### src/msc_pkg.sv
// shared constants for the module control and status sequencer
package msc_pkg;

  // clock period of mclk_i in ns
  localparam int CLK_PERIOD_NS = 10;

  // lanes and flag layout
  localparam int NUM_LANES = 4;
  localparam int NUM_FLAGS = 9;
  localparam int FLAG_LOS_BASE = 0;
  localparam int FLAG_FAULT_BASE = 4;
  localparam int FLAG_INIT_BIT = 8;

  // data-not-ready status position in the memory map (byte 2, bit 0)
  localparam int DNR_BYTE = 2;
  localparam int DNR_BIT = 0;

  // pin synchroniser layout: control pins, bus pins, then lane conditions
  localparam int SYNC_W = 13;
  localparam int SYN_RESET = 0;
  localparam int SYN_SELECT = 1;
  localparam int SYN_LPREQ = 2;
  localparam int SYN_SCL = 3;
  localparam int SYN_SDA = 4;
  localparam int SYN_LOS_BASE = 5;
  localparam int SYN_FAULT_BASE = 9;

  // reset values
  localparam logic [NUM_FLAGS-1:0] FLAGS_RST = 9'h000;
  localparam logic [NUM_FLAGS-1:0] MASK_RST = 9'h000;
  localparam logic PDOWN_RST = 1'b0;

  // timing: least reset pulse rounds up, init deadline rounds down
  localparam int T_RESET_MIN_US = 2;
  localparam int T_INIT_MS = 2000;
  localparam int RESET_MIN_CYC = (T_RESET_MIN_US * 1000 + CLK_PERIOD_NS - 1) / CLK_PERIOD_NS;
  localparam int INIT_CYC = (T_INIT_MS * 1000000) / CLK_PERIOD_NS;

  // deadlines the logic meets by reacting within a few cycles
  localparam int T_LOW_POWER_REQUEST_US = 100;
  localparam int T_INT_ASSERT_MS = 200;
  localparam int T_INT_DEASSERT_US = 500;
  localparam int T_LOS_MS = 100;
  localparam int T_FLAG_MS = 200;
  localparam int T_MASK_MS = 100;
  localparam int T_SELECT_US = 100;
  localparam int T_PDOWN_ON_MS = 100;
  localparam int T_PDOWN_OFF_MS = 300;

  // counter width, wide enough for the init count
  localparam int TIMER_W = 28;

  // sequencer states
  typedef enum logic [1:0] {
    MSC_INIT,
    MSC_HELD,
    MSC_RUN
  } msc_state_e;

endpackage

### src/msc_sync.sv
`timescale 1ns/1ps
`default_nettype none
// two-flop synchroniser, one chain per bit
module msc_sync
  import msc_pkg::*;
#(
  parameter int WIDTH = SYNC_W,
  parameter logic [SYNC_W-1:0] RST_VAL = 13'h0007
) (
  input wire logic mclk_i,
  input wire logic nrst_i,
  input wire logic ce_i,
  input wire logic [WIDTH-1:0] async_i,
  output logic [WIDTH-1:0] sync_o
);

  genvar g;
  generate
    for (g = 0; g < WIDTH; g++) begin : g_bit
      logic meta; // first stage, read only by the second
      logic stab; // second stage
      // resets to the idle level so no false edge follows reset
      always_ff @(posedge mclk_i) begin
        if (!nrst_i) begin
          meta <= RST_VAL[g];
          stab <= RST_VAL[g];
        end else if (ce_i) begin
          meta <= async_i[g];
          stab <= meta;
        end
      end
      assign sync_o[g] = stab;
    end
  endgenerate

endmodule
`default_nettype wire

### src/msc_timer.sv
`timescale 1ns/1ps
`default_nettype none
// loadable down counter, flags expiry while it stands at zero
module msc_timer
  import msc_pkg::*;
#(
  parameter logic [TIMER_W-1:0] RST_COUNT = 28'h0000001
) (
  input wire logic mclk_i,
  input wire logic nrst_i,
  input wire logic ce_i,
  input wire logic load_i,
  input wire logic [TIMER_W-1:0] count_i,
  input wire logic run_i,
  output logic expired_o
);

  logic [TIMER_W-1:0] cnt; // cycles left

  // count down while running; load has priority
  always_ff @(posedge mclk_i) begin
    if (!nrst_i) begin
      cnt <= RST_COUNT;
    end else if (ce_i) begin
      if (load_i) begin
        cnt <= count_i;
      end else if (run_i && cnt != '0) begin
        cnt <= cnt - 1'b1;
      end
    end
  end

  // expiry stays up at zero so the user may act on it later
  assign expired_o = (cnt == '0);

endmodule
`default_nettype wire

### src/msc_top.sv
`timescale 1ns/1ps
`default_nettype none
// Functional notes
// - fully functional within 2000 ms of reset
// - reset counts only if low 2 us
// - answer bus within 2000 ms of power-on
// - clear data-not-ready, assert interrupt by 2000 ms
// - low-power pin lowers power within 100 us
// - interrupt low within 200 ms of condition
// - read clears flag, interrupt released within 500 us
// - loss-of-signal flag and interrupt within 100 ms
// - other flags and interrupt within 200 ms
// - mask set inhibits interrupt within 100 ms
// - mask cleared resumes interrupt within 100 ms
// - select asserted, bus answers within 100 us
// - select released, bus silent within 100 us
// - power-down bit lowers power within 100 ms
// - power-down cleared, full function within 300 ms
module msc_top
  import msc_pkg::*;
#(
  parameter int INIT_CYCLES = INIT_CYC // shorten in simulation
) (
  input wire logic mclk_i,
  input wire logic nrst_i,
  input wire logic ce_i,
  input wire logic module_reset_n_i,
  input wire logic module_select_n_i,
  input wire logic low_power_request_i,
  input wire logic scl_i,
  input wire logic sda_i,
  input wire logic [NUM_LANES-1:0] rx_los_i,
  input wire logic [NUM_LANES-1:0] tx_fault_i,
  input wire logic [NUM_FLAGS-1:0] flag_read_i,
  input wire logic [NUM_FLAGS-1:0] mask_wr_i,
  input wire logic pdown_wr_i,
  output logic interrupt_out_n_o,
  output logic module_present_n_o,
  output logic data_not_ready_o,
  output logic bus_enable_o,
  output logic low_power_o,
  output logic [NUM_FLAGS-1:0] flags_o,
  output logic [NUM_FLAGS-1:0] mask_o,
  output logic pdown_o
);

  // synchronised pins
  logic [SYNC_W-1:0] pins_async;
  logic [SYNC_W-1:0] pins;
  logic reset_n_s; // module reset pin, synchronised
  logic select_n_s; // module select pin, synchronised
  logic lp_req_s; // low-power pin, synchronised
  logic scl_s;
  logic sda_s;
  logic [NUM_LANES-1:0] los_s;
  logic [NUM_LANES-1:0] fault_s;

  // bus edge tracking
  logic scl_d; // previous scl sample
  logic sda_d; // previous sda sample
  logic stop_seen; // stop bit seen, waiting for next scl fall
  logic commit; // one-cycle: falling scl after a stop
  logic [NUM_FLAGS-1:0] read_acc; // flags read in the current transaction

  // reset qualification and initialisation
  msc_state_e state;
  msc_state_e next_state;
  logic rst_qual_exp; // reset pin low long enough
  logic rst_qualified; // a valid reset pulse is in progress
  logic init_exp; // init time used up
  logic init_load;

  // flags and their causes
  logic [NUM_LANES-1:0] los_d;
  logic [NUM_LANES-1:0] fault_d;
  logic [NUM_FLAGS-1:0] flag_set;
  logic [NUM_FLAGS-1:0] flags;
  logic [NUM_FLAGS-1:0] mask;
  logic pdown;
  logic init_done_pulse;

  // pin assembly for the synchroniser
  assign pins_async = {tx_fault_i, rx_los_i, sda_i, scl_i, low_power_request_i,
                       module_select_n_i, module_reset_n_i};

  // every pin passes two flops before use
  msc_sync #(
    .WIDTH(SYNC_W),
    .RST_VAL(13'h001B)
  ) u_sync (
    .mclk_i(mclk_i),
    .nrst_i(nrst_i),
    .ce_i(ce_i),
    .async_i(pins_async),
    .sync_o(pins)
  );

  assign reset_n_s = pins[SYN_RESET];
  assign select_n_s = pins[SYN_SELECT];
  assign lp_req_s = pins[SYN_LPREQ];
  assign scl_s = pins[SYN_SCL];
  assign sda_s = pins[SYN_SDA];
  assign los_s = pins[SYN_LOS_BASE +: NUM_LANES];
  assign fault_s = pins[SYN_FAULT_BASE +: NUM_LANES];

  // reset pulse width: reloaded while pin is high, counts while low
  msc_timer #(
    .RST_COUNT(TIMER_W'(RESET_MIN_CYC))
  ) u_rst_timer (
    .mclk_i(mclk_i),
    .nrst_i(nrst_i),
    .ce_i(ce_i),
    .load_i(reset_n_s),
    .count_i(TIMER_W'(RESET_MIN_CYC)),
    .run_i(!reset_n_s),
    .expired_o(rst_qual_exp)
  );

  // a short glitch never reaches expiry, so it is ignored
  assign rst_qualified = !reset_n_s && rst_qual_exp;

  // init timer restarts on the rising edge that ends a valid reset
  assign init_load = (state == MSC_HELD) && reset_n_s;

  // power-on starts the init count straight out of reset
  msc_timer #(
    .RST_COUNT(TIMER_W'(INIT_CYCLES))
  ) u_init_timer (
    .mclk_i(mclk_i),
    .nrst_i(nrst_i),
    .ce_i(ce_i),
    .load_i(init_load),
    .count_i(TIMER_W'(INIT_CYCLES)),
    .run_i(state == MSC_INIT),
    .expired_o(init_exp)
  );

  // sequencer next state
  always_comb begin
    next_state = state;
    case (state)
      MSC_INIT: begin
        if (rst_qualified) begin
          next_state = MSC_HELD;
        end else if (init_exp) begin
          next_state = MSC_RUN;
        end
      end
      MSC_HELD: begin
        if (reset_n_s) begin
          next_state = MSC_INIT;
        end
      end
      MSC_RUN: begin
        if (rst_qualified) begin
          next_state = MSC_HELD;
        end
      end
      default: begin
        next_state = MSC_INIT;
      end
    endcase
  end

  // sequencer state register
  always_ff @(posedge mclk_i) begin
    if (!nrst_i) begin
      state <= MSC_INIT;
    end else if (ce_i) begin
      state <= next_state;
    end
  end

  // the one cycle in which init completes
  assign init_done_pulse = (state == MSC_INIT) && (next_state == MSC_RUN);

  // stop bit detection on the management bus
  always_ff @(posedge mclk_i) begin
    if (!nrst_i) begin
      scl_d <= 1'b1;
      sda_d <= 1'b1;
    end else if (ce_i) begin
      scl_d <= scl_s;
      sda_d <= sda_s;
    end
  end

  // bus writes and read-clears take effect at the scl fall after the stop
  always_ff @(posedge mclk_i) begin
    if (!nrst_i) begin
      stop_seen <= 1'b0;
    end else if (ce_i) begin
      if (state != MSC_RUN) begin
        stop_seen <= 1'b0;
      end else if (scl_s && sda_s && !sda_d) begin
        stop_seen <= 1'b1;
      end else if (scl_d && !scl_s) begin
        stop_seen <= 1'b0;
      end
    end
  end

  assign commit = stop_seen && scl_d && !scl_s;

  // collect which flags the host read during this transaction
  always_ff @(posedge mclk_i) begin
    if (!nrst_i) begin
      read_acc <= FLAGS_RST;
    end else if (ce_i) begin
      if (state != MSC_RUN || commit) begin
        read_acc <= FLAGS_RST;
      end else begin
        read_acc <= read_acc | flag_read_i;
      end
    end
  end

  // previous lane conditions for edge detection
  always_ff @(posedge mclk_i) begin
    if (!nrst_i) begin
      los_d <= '0;
      fault_d <= '0;
    end else if (ce_i) begin
      los_d <= los_s;
      fault_d <= fault_s;
    end
  end

  // flag causes: entry into loss of signal, a new fault, init done
  always_comb begin
    flag_set = FLAGS_RST;
    flag_set[FLAG_LOS_BASE +: NUM_LANES] = los_s & ~los_d;
    flag_set[FLAG_FAULT_BASE +: NUM_LANES] = fault_s & ~fault_d;
    flag_set[FLAG_INIT_BIT] = init_done_pulse;
  end

  // sticky flags; a new event in the clearing cycle is kept
  always_ff @(posedge mclk_i) begin
    if (!nrst_i) begin
      flags <= FLAGS_RST;
    end else if (ce_i) begin
      if (state == MSC_HELD) begin
        flags <= FLAGS_RST;
      end else if (commit) begin
        flags <= (flags & ~read_acc) | flag_set;
      end else begin
        flags <= flags | flag_set;
      end
    end
  end

  // mask and power-down bits, taken over on the committing edge
  always_ff @(posedge mclk_i) begin
    if (!nrst_i) begin
      mask <= MASK_RST;
      pdown <= PDOWN_RST;
    end else if (ce_i) begin
      if (state == MSC_HELD) begin
        mask <= MASK_RST;
        pdown <= PDOWN_RST;
      end else if (commit) begin
        mask <= mask_wr_i;
        pdown <= pdown_wr_i;
      end
    end
  end

  // interrupt held low while any unmasked flag stays set
  always_ff @(posedge mclk_i) begin
    if (!nrst_i) begin
      interrupt_out_n_o <= 1'b1;
    end else if (ce_i) begin
      interrupt_out_n_o <= !(|(flags & ~mask));
    end
  end

  // data-not-ready stays set until init completes
  always_ff @(posedge mclk_i) begin
    if (!nrst_i) begin
      data_not_ready_o <= 1'b1;
    end else if (ce_i) begin
      data_not_ready_o <= (next_state != MSC_RUN);
    end
  end

  // bus answers only when running and selected
  always_ff @(posedge mclk_i) begin
    if (!nrst_i) begin
      bus_enable_o <= 1'b0;
    end else if (ce_i) begin
      bus_enable_o <= (state == MSC_RUN) && !select_n_s;
    end
  end

  // low power from the pin or the software bit; clearing both restores at once
  always_ff @(posedge mclk_i) begin
    if (!nrst_i) begin
      low_power_o <= 1'b0;
    end else if (ce_i) begin
      low_power_o <= lp_req_s || pdown;
    end
  end

  // presence is a constant low once out of reset
  always_ff @(posedge mclk_i) begin
    if (!nrst_i) begin
      module_present_n_o <= 1'b0;
    end else if (ce_i) begin
      module_present_n_o <= 1'b0;
    end
  end

  // register copies for the host-visible map
  always_ff @(posedge mclk_i) begin
    if (!nrst_i) begin
      flags_o <= FLAGS_RST;
      mask_o <= MASK_RST;
      pdown_o <= PDOWN_RST;
    end else if (ce_i) begin
      flags_o <= flags;
      mask_o <= mask;
      pdown_o <= pdown;
    end
  end

endmodule
`default_nettype wire
### config.mk
export PLATFORM = sky130hd
export DESIGN_NAME = msc_top
export DESIGN_NICKNAME = d
export VERILOG_FILES = /design/src/msc_pkg.sv /design/src/msc_sync.sv /design/src/msc_timer.sv /design/src/msc_top.sv
export SDC_FILE = /design/constraint.sdc
export NUM_CORES = 1
export LEC_CHECK = 0
export ABC_AREA = 0
export BUFFER_PORTS_ARGS = -buffer_cell sky130_fd_sc_hd__buf_2
export CAP_MARGIN = 20
export CORE_MARGIN = 3
export CORE_UTILIZATION = 45
export CTS_CLUSTER_SIZE = 24
export DETAILED_ROUTE_END_ITERATION = 7
export GPL_ROUTABILITY_DRIVEN = 0
export SETUP_SLACK_MARGIN = 0.3
export SLEW_MARGIN = 20
export SYNTH_ARGS = -nofsm -noshare
export SYNTH_HDL_FRONTEND = slang
export SYNTH_SLANG_ARGS = --single-unit
### constraint.sdc
create_clock -name mclk_i -period 3.7 [get_ports mclk_i]
set_input_delay 0.555 -clock mclk_i [delete_from_list [all_inputs] [get_ports mclk_i]]
set_output_delay 0.555 -clock mclk_i [all_outputs]
set_load 0.01 [all_outputs]
After elaboration in Yosys (flattened, before gate mapping)
Index checks and enable logic that the tools add are counted.

Add/sub/neg operators: 2. Eq/ne operators: 5. Mux-type cells: 19. Bitwise operators: 11. Reduce and logical (&&, ||, !) cells: 32.

Operators by type and width (number): 28-bit two-way mux (4); 28-bit zero test (2); 28-bit nonzero test (2); 28-bit by 1-bit subtractor with 28-bit output, second input constant (2); 9-bit two-way mux (5); 9-bit OR (3); 9-bit bitwise AND (2); 9-bit inverter (2); 1-bit logical AND (11); 9-bit OR reduction (1); 4-bit bitwise AND (2); 2-bit two-way mux (4); 4-bit inverter (2); 2-bit AND reduction (4); 2-bit case mux with 3 select lines (1); 2-bit nonzero test (3); 1-bit zero test (5); 1-bit two-way mux (5); 2-bit equality test, second input constant (2); 2-bit != test, second input constant (2); 3-bit nonzero test (1); 2-bit by 1-bit equality test with 1-bit output, second input constant (1); 2-bit zero test (1); 1-bit logical OR (2).

Register bits after elaboration: 146. Bits of input ports: 35. Output and inout bits: 24.

Depth between registers and ports, before layout
Gate-level depths: netlist of run 1.

Depth after elaboration: 9. Gate-level depth with buffers: 9. Mapped depth without buffers: 7.

Cells and area by module
A second synthesis of run 1 with hierarchy kept.

Cells, all modules: 924. Area total of the unflattened synthesis: 7659.8 um^2.

Modules (own cells, without submodules): msc_top (instances 1, cells each 298, area an instance 2591.2 um^2, seq. area each 1281.2 um^2); msc_timer (u_rst_timer) (instances 1, cells each 275, area an instance 2128.3 um^2, seq. area each 560.5 um^2); msc_timer (u_init_timer) (instances 1, cells each 255, area an instance 1859.3 um^2, seq. area each 560.5 um^2); msc_sync (instances 1, cells each 96, area an instance 1081.0 um^2, seq. area each 520.5 um^2).

Worst setup path after synthesis of run 1
OpenSTA, ideal clock, no wires.

Path kind: register -> register. From: register u_init_timer.cnt[0]. To: register u_init_timer.cnt[13]. Data arrival time: 2.333 ns. Data required time: 3.629 ns. Slack: 1.296 ns. Cell stages (with the launch flop): 10. Cells stage by stage: dfxtp_1 -> inv_1 -> ha_1 -> or4b_1 -> or4_4 -> o31ai_4 -> buf_6 -> buf_6 -> o31ai_1 -> a21oi_1.

Longest elaborated chain between the ends: 4. Elaborated cells between the ends (all ways): 7. Those cells by class: add/sub: 1; mux: 2; reduce/logical: 4.

RTL lines: start: declaration (line msc_timer.sv:18) `logic [TIMER_W-1:0] cnt;`; start signal: assignment (line msc_timer.sv:26) `cnt <= count_i;`; start signal: assignment (line msc_timer.sv:28) `cnt <= cnt - 1'b1;`; branches (longest 4 deep; another with 28-bit by 1-bit subtractor with 28-bit output).

Several ways; the timed one is not identified. The select of a mux whose other input is x is not followed. A chain may end at the register's enable or synchronous reset.

Worst setup path in the final report of run 1
From: register u_init_timer.cnt[0]. To: register u_init_timer.cnt[14].

The elaborated chain is that of the path after synthesis.

==> flow_summary.toml, run 1 <==
[logic_synthesis]
yosys_warnings = 0
synth-edff-count = 0
ys_ff_latch = 146
synth.cell_area_sq_mm = 0.006301
synth_cell_type_count = 53
yosysSeqAreaShare_pct = 46.39
synth_cells = 714
synth_nets = 752
syn_avg_cell_area_sq_um = 8.825
synth-main-ff-cell = "dfxtp_1"
ys_async_sr_fraction_pct = 0

[sta]
holdWs_ps = 344.3
period_needed_ps = 2897
setup_violations = 0
slew_violations = 0
fin_skew_ps = 8.104
worst_pin_slew_ps = 948.9
fmax_mhz = 345.2
layout_worst_path_cycle_share_pct = 78.29
finalHoldViolCount = 0
rsz0062_at_grt = "false"
maxSlewHeadroom_pct = 36.44
setup_tns_ps = 0

[floorplan]
io_pins = 59
die_area_sq_mm = 0.01546
core_region_area_sq_mm = 0.01345
core.rowCount = 42
die_w_microns = 124.3
start_util_pct = 46.84
chipHeight_microns = 124.3

[clock_tree]
htree_levels = 4
cts.sinks = 146
cts_buffers = 17
clock_path_buffers = 2
post_cts_buffers = 0
cts_resized = 0
cts_tree = "yes"
path_clk_slew_ps = 60
cts_hold_buffers = 0
insertion_delay_ps = 430
cts-root-buf = "clkbuf_16"

[routing]
viasPerCell = 5.707
wirelength_mm = 14.99
vias = 5399
wire_per_inst_microns = 15.85
first_iter_violations = 385
dr.pass1.iters = 5
ant_nets = 0
drc = 0

[place]
io_buffer_count = 57
place_hpwl_mm = 10.15

[cells_and_area]
final_cell_mix = "146 x dfxtp_1, 93 x nor2_1, 70 x a21oi_1"
mostFrequentLayoutCell = "dfxtp_1"
area_delta_synth_final_pct = 16.76
layout.nets = 796
diodes = 0
drive_above_1_share_pct = 14.55

[critical_path]
slowest_delay_ps = 720
reg2reg_depth = 7
arrival_ps = 3170
path_depth = 7
critPathSlowestCell = "o31ai_4"
start_kind = "flop"
crit_fanout = 22
crit_type = "reg2reg"
cp-end-kind = "flop"
worst_ep_required_time_ps = 3980
crit_buf_inv = 1
cp_top_family = "simple AND/OR/NAND/NOR gates"
cp_cell_sequence = "inv_1, ha_1, or4b_1, or4_4, o31ai_4, or3_1, nand3_1"

[power_and_ir_drop]
ir_drop_mv = 0.5557
power_density_mw_per_mm2 = 523.4
p_int_uw = 2949
seq_power_share_pct = 43.1
p_leak_uw = 0.002855
comb_power_share_pct = 7.6
p_clk_share_pct = 49.3
power.net_switching_uw = 901.5
switching_share_pct = 23.41

[worst_hold_path]
min_path_cells = 3
min_path_type = "in2reg"

[run_status]
run_status = "finished, final reports clean"

[grt]
overflow = 0
grt_pass1_wl_mm = 25.20
grt_pass1_vias = 5084
grt_max_degree = 49
antenna_found_initial = 0
grt_use_total_pct = 19.66

[run]
maxCapViolations = 0
[synthesized netlist by cell type (3+ instances only)]
cell type	instances	area [sq um]
a21oi_1	70	350.3
a22oi_1	10	75.07
a31oi_1	9	56.30
and3_1	5	31.28
and4_1	4	35.03
buf_1	3	11.26
clkbuf_1	30	112.6
dfxtp_1	146	2923
ha_1	3	37.54
inv_1	17	63.81
mux2i_1	56	560.5
nand2_1	37	138.9
nand2b_1	9	56.30
nand3_1	17	85.08
nand3b_1	10	75.07
nand4_1	5	31.28
nand4b_1	3	26.28
nor2_1	93	349.1
nor2b_1	4	25.02
nor3_1	15	75.07
nor4_1	13	81.33
o211ai_1	4	30.03
o21ai_0	31	155.2
o21ai_1	3	15.01
o31ai_1	18	135.1
o41ai_1	6	52.55
or2_2	5	31.28
or3_1	26	162.7
or4_1	23	172.7
or4_4	3	33.78
xnor2_1	3	26.28
[through the flow]
stage / total power (uW) / worst slack [ps] / std cells / cell area [sq um] / utilization [%]
after global routing: 3984 / 625.0 / 946 / 7357 / 54.69
after floorplan: 1903 / 1296 / 714 / 6301 / -
after detailed placement: 1986 / 789.0 / 915 / 6704 / 49.83
final: 3851 / 803.1 / 946 / 7357 / 54.69
after CTS: 3878 / 769.1 / 946 / 7351 / 54.64
after global placement: 1975 / 892.2 / 915 / 6704 / 49.83
[routing by layer]
metal,global-route usage (%),up-vias,routed length (microns)
met5,0,-,0
met4,7.157,0,211
met3,4.503,19,582
met2,31.36,99,7132
met1,26.13,2591,7067
li1,-,2690,-
[logic make-up after synthesis]
group                      after synthesis  synth area share (%)
AOI/OAI and AO/OA                      166                 16.12
xor gates and xnor gates                 5                0.6951
adders and majority gates                3                0.5958
buffers and inverters                   58                 3.852
DFF                                    146                 46.39
muxes                                   56                 8.896
other                                    1               0.05951
and+or+nand+nor                        279                 23.39
[flip-flops by register name, indices dropped and copies added (netlist names), 9 cells and up]
| name | count |
|---|---|
| mask_o | 9 |
| flags | 9 |
| u_rst_timer.cnt | 28 |
| mask | 9 |
| read_acc | 9 |
| u_sync.g_bit.stab | 13 |
| u_init_timer.cnt | 28 |
| u_sync.g_bit.meta | 13 |
| flags_o | 9 |
[cell type report]
class,count,area (sq um)
Clock buffer,20,446.7
Clock inverter,11,200.2
Fill cell,1266,6096
Inverter,19,71.32
Multi-Input combinational cell,510,3156
Sequential cell,146,2923
Tap cell,176,220.2
Timing Repair Buffer,64,340.3
[path summary, 6_finish.rpt]
path	startpoint	slack, ps	endpoint
worst min-delay path	sda_i	340	u_sync.g_bit[4].meta
worst min register to register	u_init_timer.cnt[0]	470	u_init_timer.cnt[0]
worst max-delay path	u_init_timer.cnt[0]	800	u_init_timer.cnt[14]
worst max register to register	u_init_timer.cnt[0]	800	u_init_timer.cnt[14]
[power groups by stage]
stage / Clock [uW] / Combinational, uW / Sequential [uW]
after floorplan: 0 / 224 / 1680
after global placement: 0 / 285 / 1690
after detailed placement: 0 / 294 / 1690
after CTS: 1930 / 295 / 1660
after global routing: 1990 / 330 / 1660
final: 1900 / 294 / 1660
[worst register-to-register path: stages, from the launching register on]
cell     delay [ps]
dfxtp_1         310
inv_1            70
ha_1            220
or4b_1          550
or4_4           570
o31ai_4         720
or3_1           230
nand3_1          70
No activity file was read; power rests on OpenSTA's default activity.
==> run 2, diff against run 1 <==
==> constraint.sdc (replaced) <==
create_clock -name mclk_i -period 3 [get_ports mclk_i]
set_input_delay 0.45 -clock mclk_i [delete_from_list [all_inputs] [get_ports mclk_i]]
set_output_delay 0.45 -clock mclk_i [all_outputs]
set_load 0.01 [all_outputs]
==> run 2 against run 1 <==
Register-to-register slack got worse by 320 ps. Sequential cell count stayed put. Total power is 15% higher. Final cell count is 1.6% higher. Sequential power grew 23%. Non-clock buffer count increased by 14. Critical endpoint is now u_init_timer.cnt[17]. Largest cell class unchanged. Highest routed layer unchanged.
==> flow_summary.toml, run 2 (synthesis results as in run 1) <==
[run_status]
run_status = "finished, final reports clean"

[cells_and_area]
fill_cells = 1289
reg_top3 = "u_init_timer.cnt (28), u_rst_timer.cnt (28)"
diodes = 0
final_cell_mix = "146 x dfxtp_1, 93 x nor2_1, 70 x a21oi_1"
layout.nets = 810
mostFrequentLayoutCell = "dfxtp_1"
drive_above_1_share_pct = 16.18
area_delta_synth_final_pct = 17.26

[critical_path]
crit_fanout = 10
reg2reg_depth = 8
r2r-end = "u_init_timer.cnt[17]"
cp-end-kind = "flop"
arrival_ps = 2820
ff2ff_setup_slack_ps = 480
worst_ep_required_time_ps = 3300
rr_startpoint = "u_init_timer.cnt[0]"
start_kind = "flop"
crit_type = "reg2reg"

[place]
place_hpwl_mm = 10.30
io_buffer_count = 57

[clock_tree]
htree_levels = 4
insertion_delay_ps = 430
path_clk_slew_ps = 60
cts.sinks = 146
cts_buffers = 17
cts_hold_buffers = 0
post_cts_buffers = 0
cts_tree = "yes"
clock_path_buffers = 2
cts-root-buf = "clkbuf_16"

[routing]
wire_per_inst_microns = 15.85
first_iter_violations = 325
drc = 0
ant_nets = 0
viasPerCell = 5.641
dr.pass1.iters = 5
wirelength_mm = 15.23
vias = 5421

[sta]
maxSlewHeadroom_pct = 36.57
layout_worst_path_cycle_share_pct = 84.05
fin_skew_ps = 6.761
fmax_mhz = 396.6
rsz0062_at_grt = "false"
setup_violations = 0
slew_violations = 0
period_needed_ps = 2522
finalHoldViolCount = 0
setup_tns_ps = 0
worst_pin_slew_ps = 947.0

[power_and_ir_drop]
p_leak_uw = 0.002880
p_total_uw = 4446
power_density_mw_per_mm2 = 601.7
ir_drop_mv = 0.4247

[grt]
antenna_found_initial = 0
overflow = 0
grt_use_total_pct = 19.64
grt_pass1_vias = 5116
grt_pass1_wl_mm = 25.05
grt_max_degree = 42

[floorplan]
io_pins = 59
core_region_area_sq_mm = 0.01345
start_util_pct = 46.84
die_w_microns = 124.3
chipHeight_microns = 124.3
die_area_sq_mm = 0.01546
core.rowCount = 42

[run]
maxCapViolations = 0

[worst_hold_path]
min_path_cells = 3
min_path_type = "in2reg"
worstHoldStart = "module_select_n_i"
min_to = "u_sync.g_bit[1].meta"
-- run 2: cell count changes in the layout (fill, tap and decap cells not counted) --
cell	delta
nor4_4	+1
a31oi_2	-1
clkinvlp_4	+3
bufinv_16	-4
nor4_1	-1
clkinv_2	+2
buf_4	+14
a31oi_1	+1
inv_6	-1
clkbuf_8	+1
-- run 2: final cells by class --
class	instances	area [sq um]	area share (%)
flip-flops and latches	146	2923	39.56
repair buffers	78	445.4	6.029
inverters	19	71.32	0.9653
well taps	176	220.2	2.981
clock buffers	21	460.4	6.232
clock inverters	11	103.9	1.406
multi-input cells	510	3164	42.83
-- run 2: metrics by stage --
step | hold WS [ps] | cells | instance area [sq um] | setup slack, ps | utilization, %
global route | 252.1 | 961 | 7388 | 351.5 | 54.92
global placement | 449.9 | 929 | 6809 | 465.8 | 50.61
floorplan | 437.1 | 714 | 6301 | 596.1 | -
finish | 245.3 | 961 | 7388 | 478.5 | 54.92
detailed placement | 458.5 | 929 | 6809 | 420.6 | 50.61
CTS | 233.3 | 961 | 7373 | 396.0 | 54.81
-- run 2: what timing repair did --
item	CTS	global route
hold endpoints to repair	0	0
resized for setup	0	2
setup endpoints to repair	0	4
-- run 2: where the power goes --
| group | switching [uW] | internal (uW) | total [uW] |
|---|---|---|---|
| clock | 838 | 1190 | 2020 |
| sequential | 50.8 | 2000 | 2050 |
| combinational | 230 | 146 | 376 |
-- run 2: worst max-delay path by stage --
stage	startpoint	slack (ps)	end	cells past startpoint
3_3_place_gp	u_init_timer.cnt[0]	470	state[1]	7
6_report	u_init_timer.cnt[0]	480	u_init_timer.cnt[17]	8
2_1_floorplan	u_init_timer.cnt[0]	600	u_init_timer.cnt[13]	9
3_5_place_dp	u_init_timer.cnt[0]	420	state[1]	7
5_1_grt	u_init_timer.cnt[0]	350	u_init_timer.cnt[10]	7
4_1_cts	u_init_timer.cnt[0]	400	state[1]	7
-- run 2: metal layers --
layer / vias up / GRT usage (%) / share of wire [%]
met4: 0 / 6.447 / 1.4
li1: 2726 / - / -
met1: 2582 / 25.42 / 47
met2: 97 / 31.55 / 48
met3: 16 / 5.746 / 4.3
met5: - / 0 / 0
-- run 2: worst max-delay path, cell delays in order (launching register included) --
cell and delay [ps]:
dfxtp_1 320, inv_1 70, ha_1 220, or4b_1 540, or4_4 580, o31ai_4 260
buf_4 210, nor4_1 70, mux2i_1 130
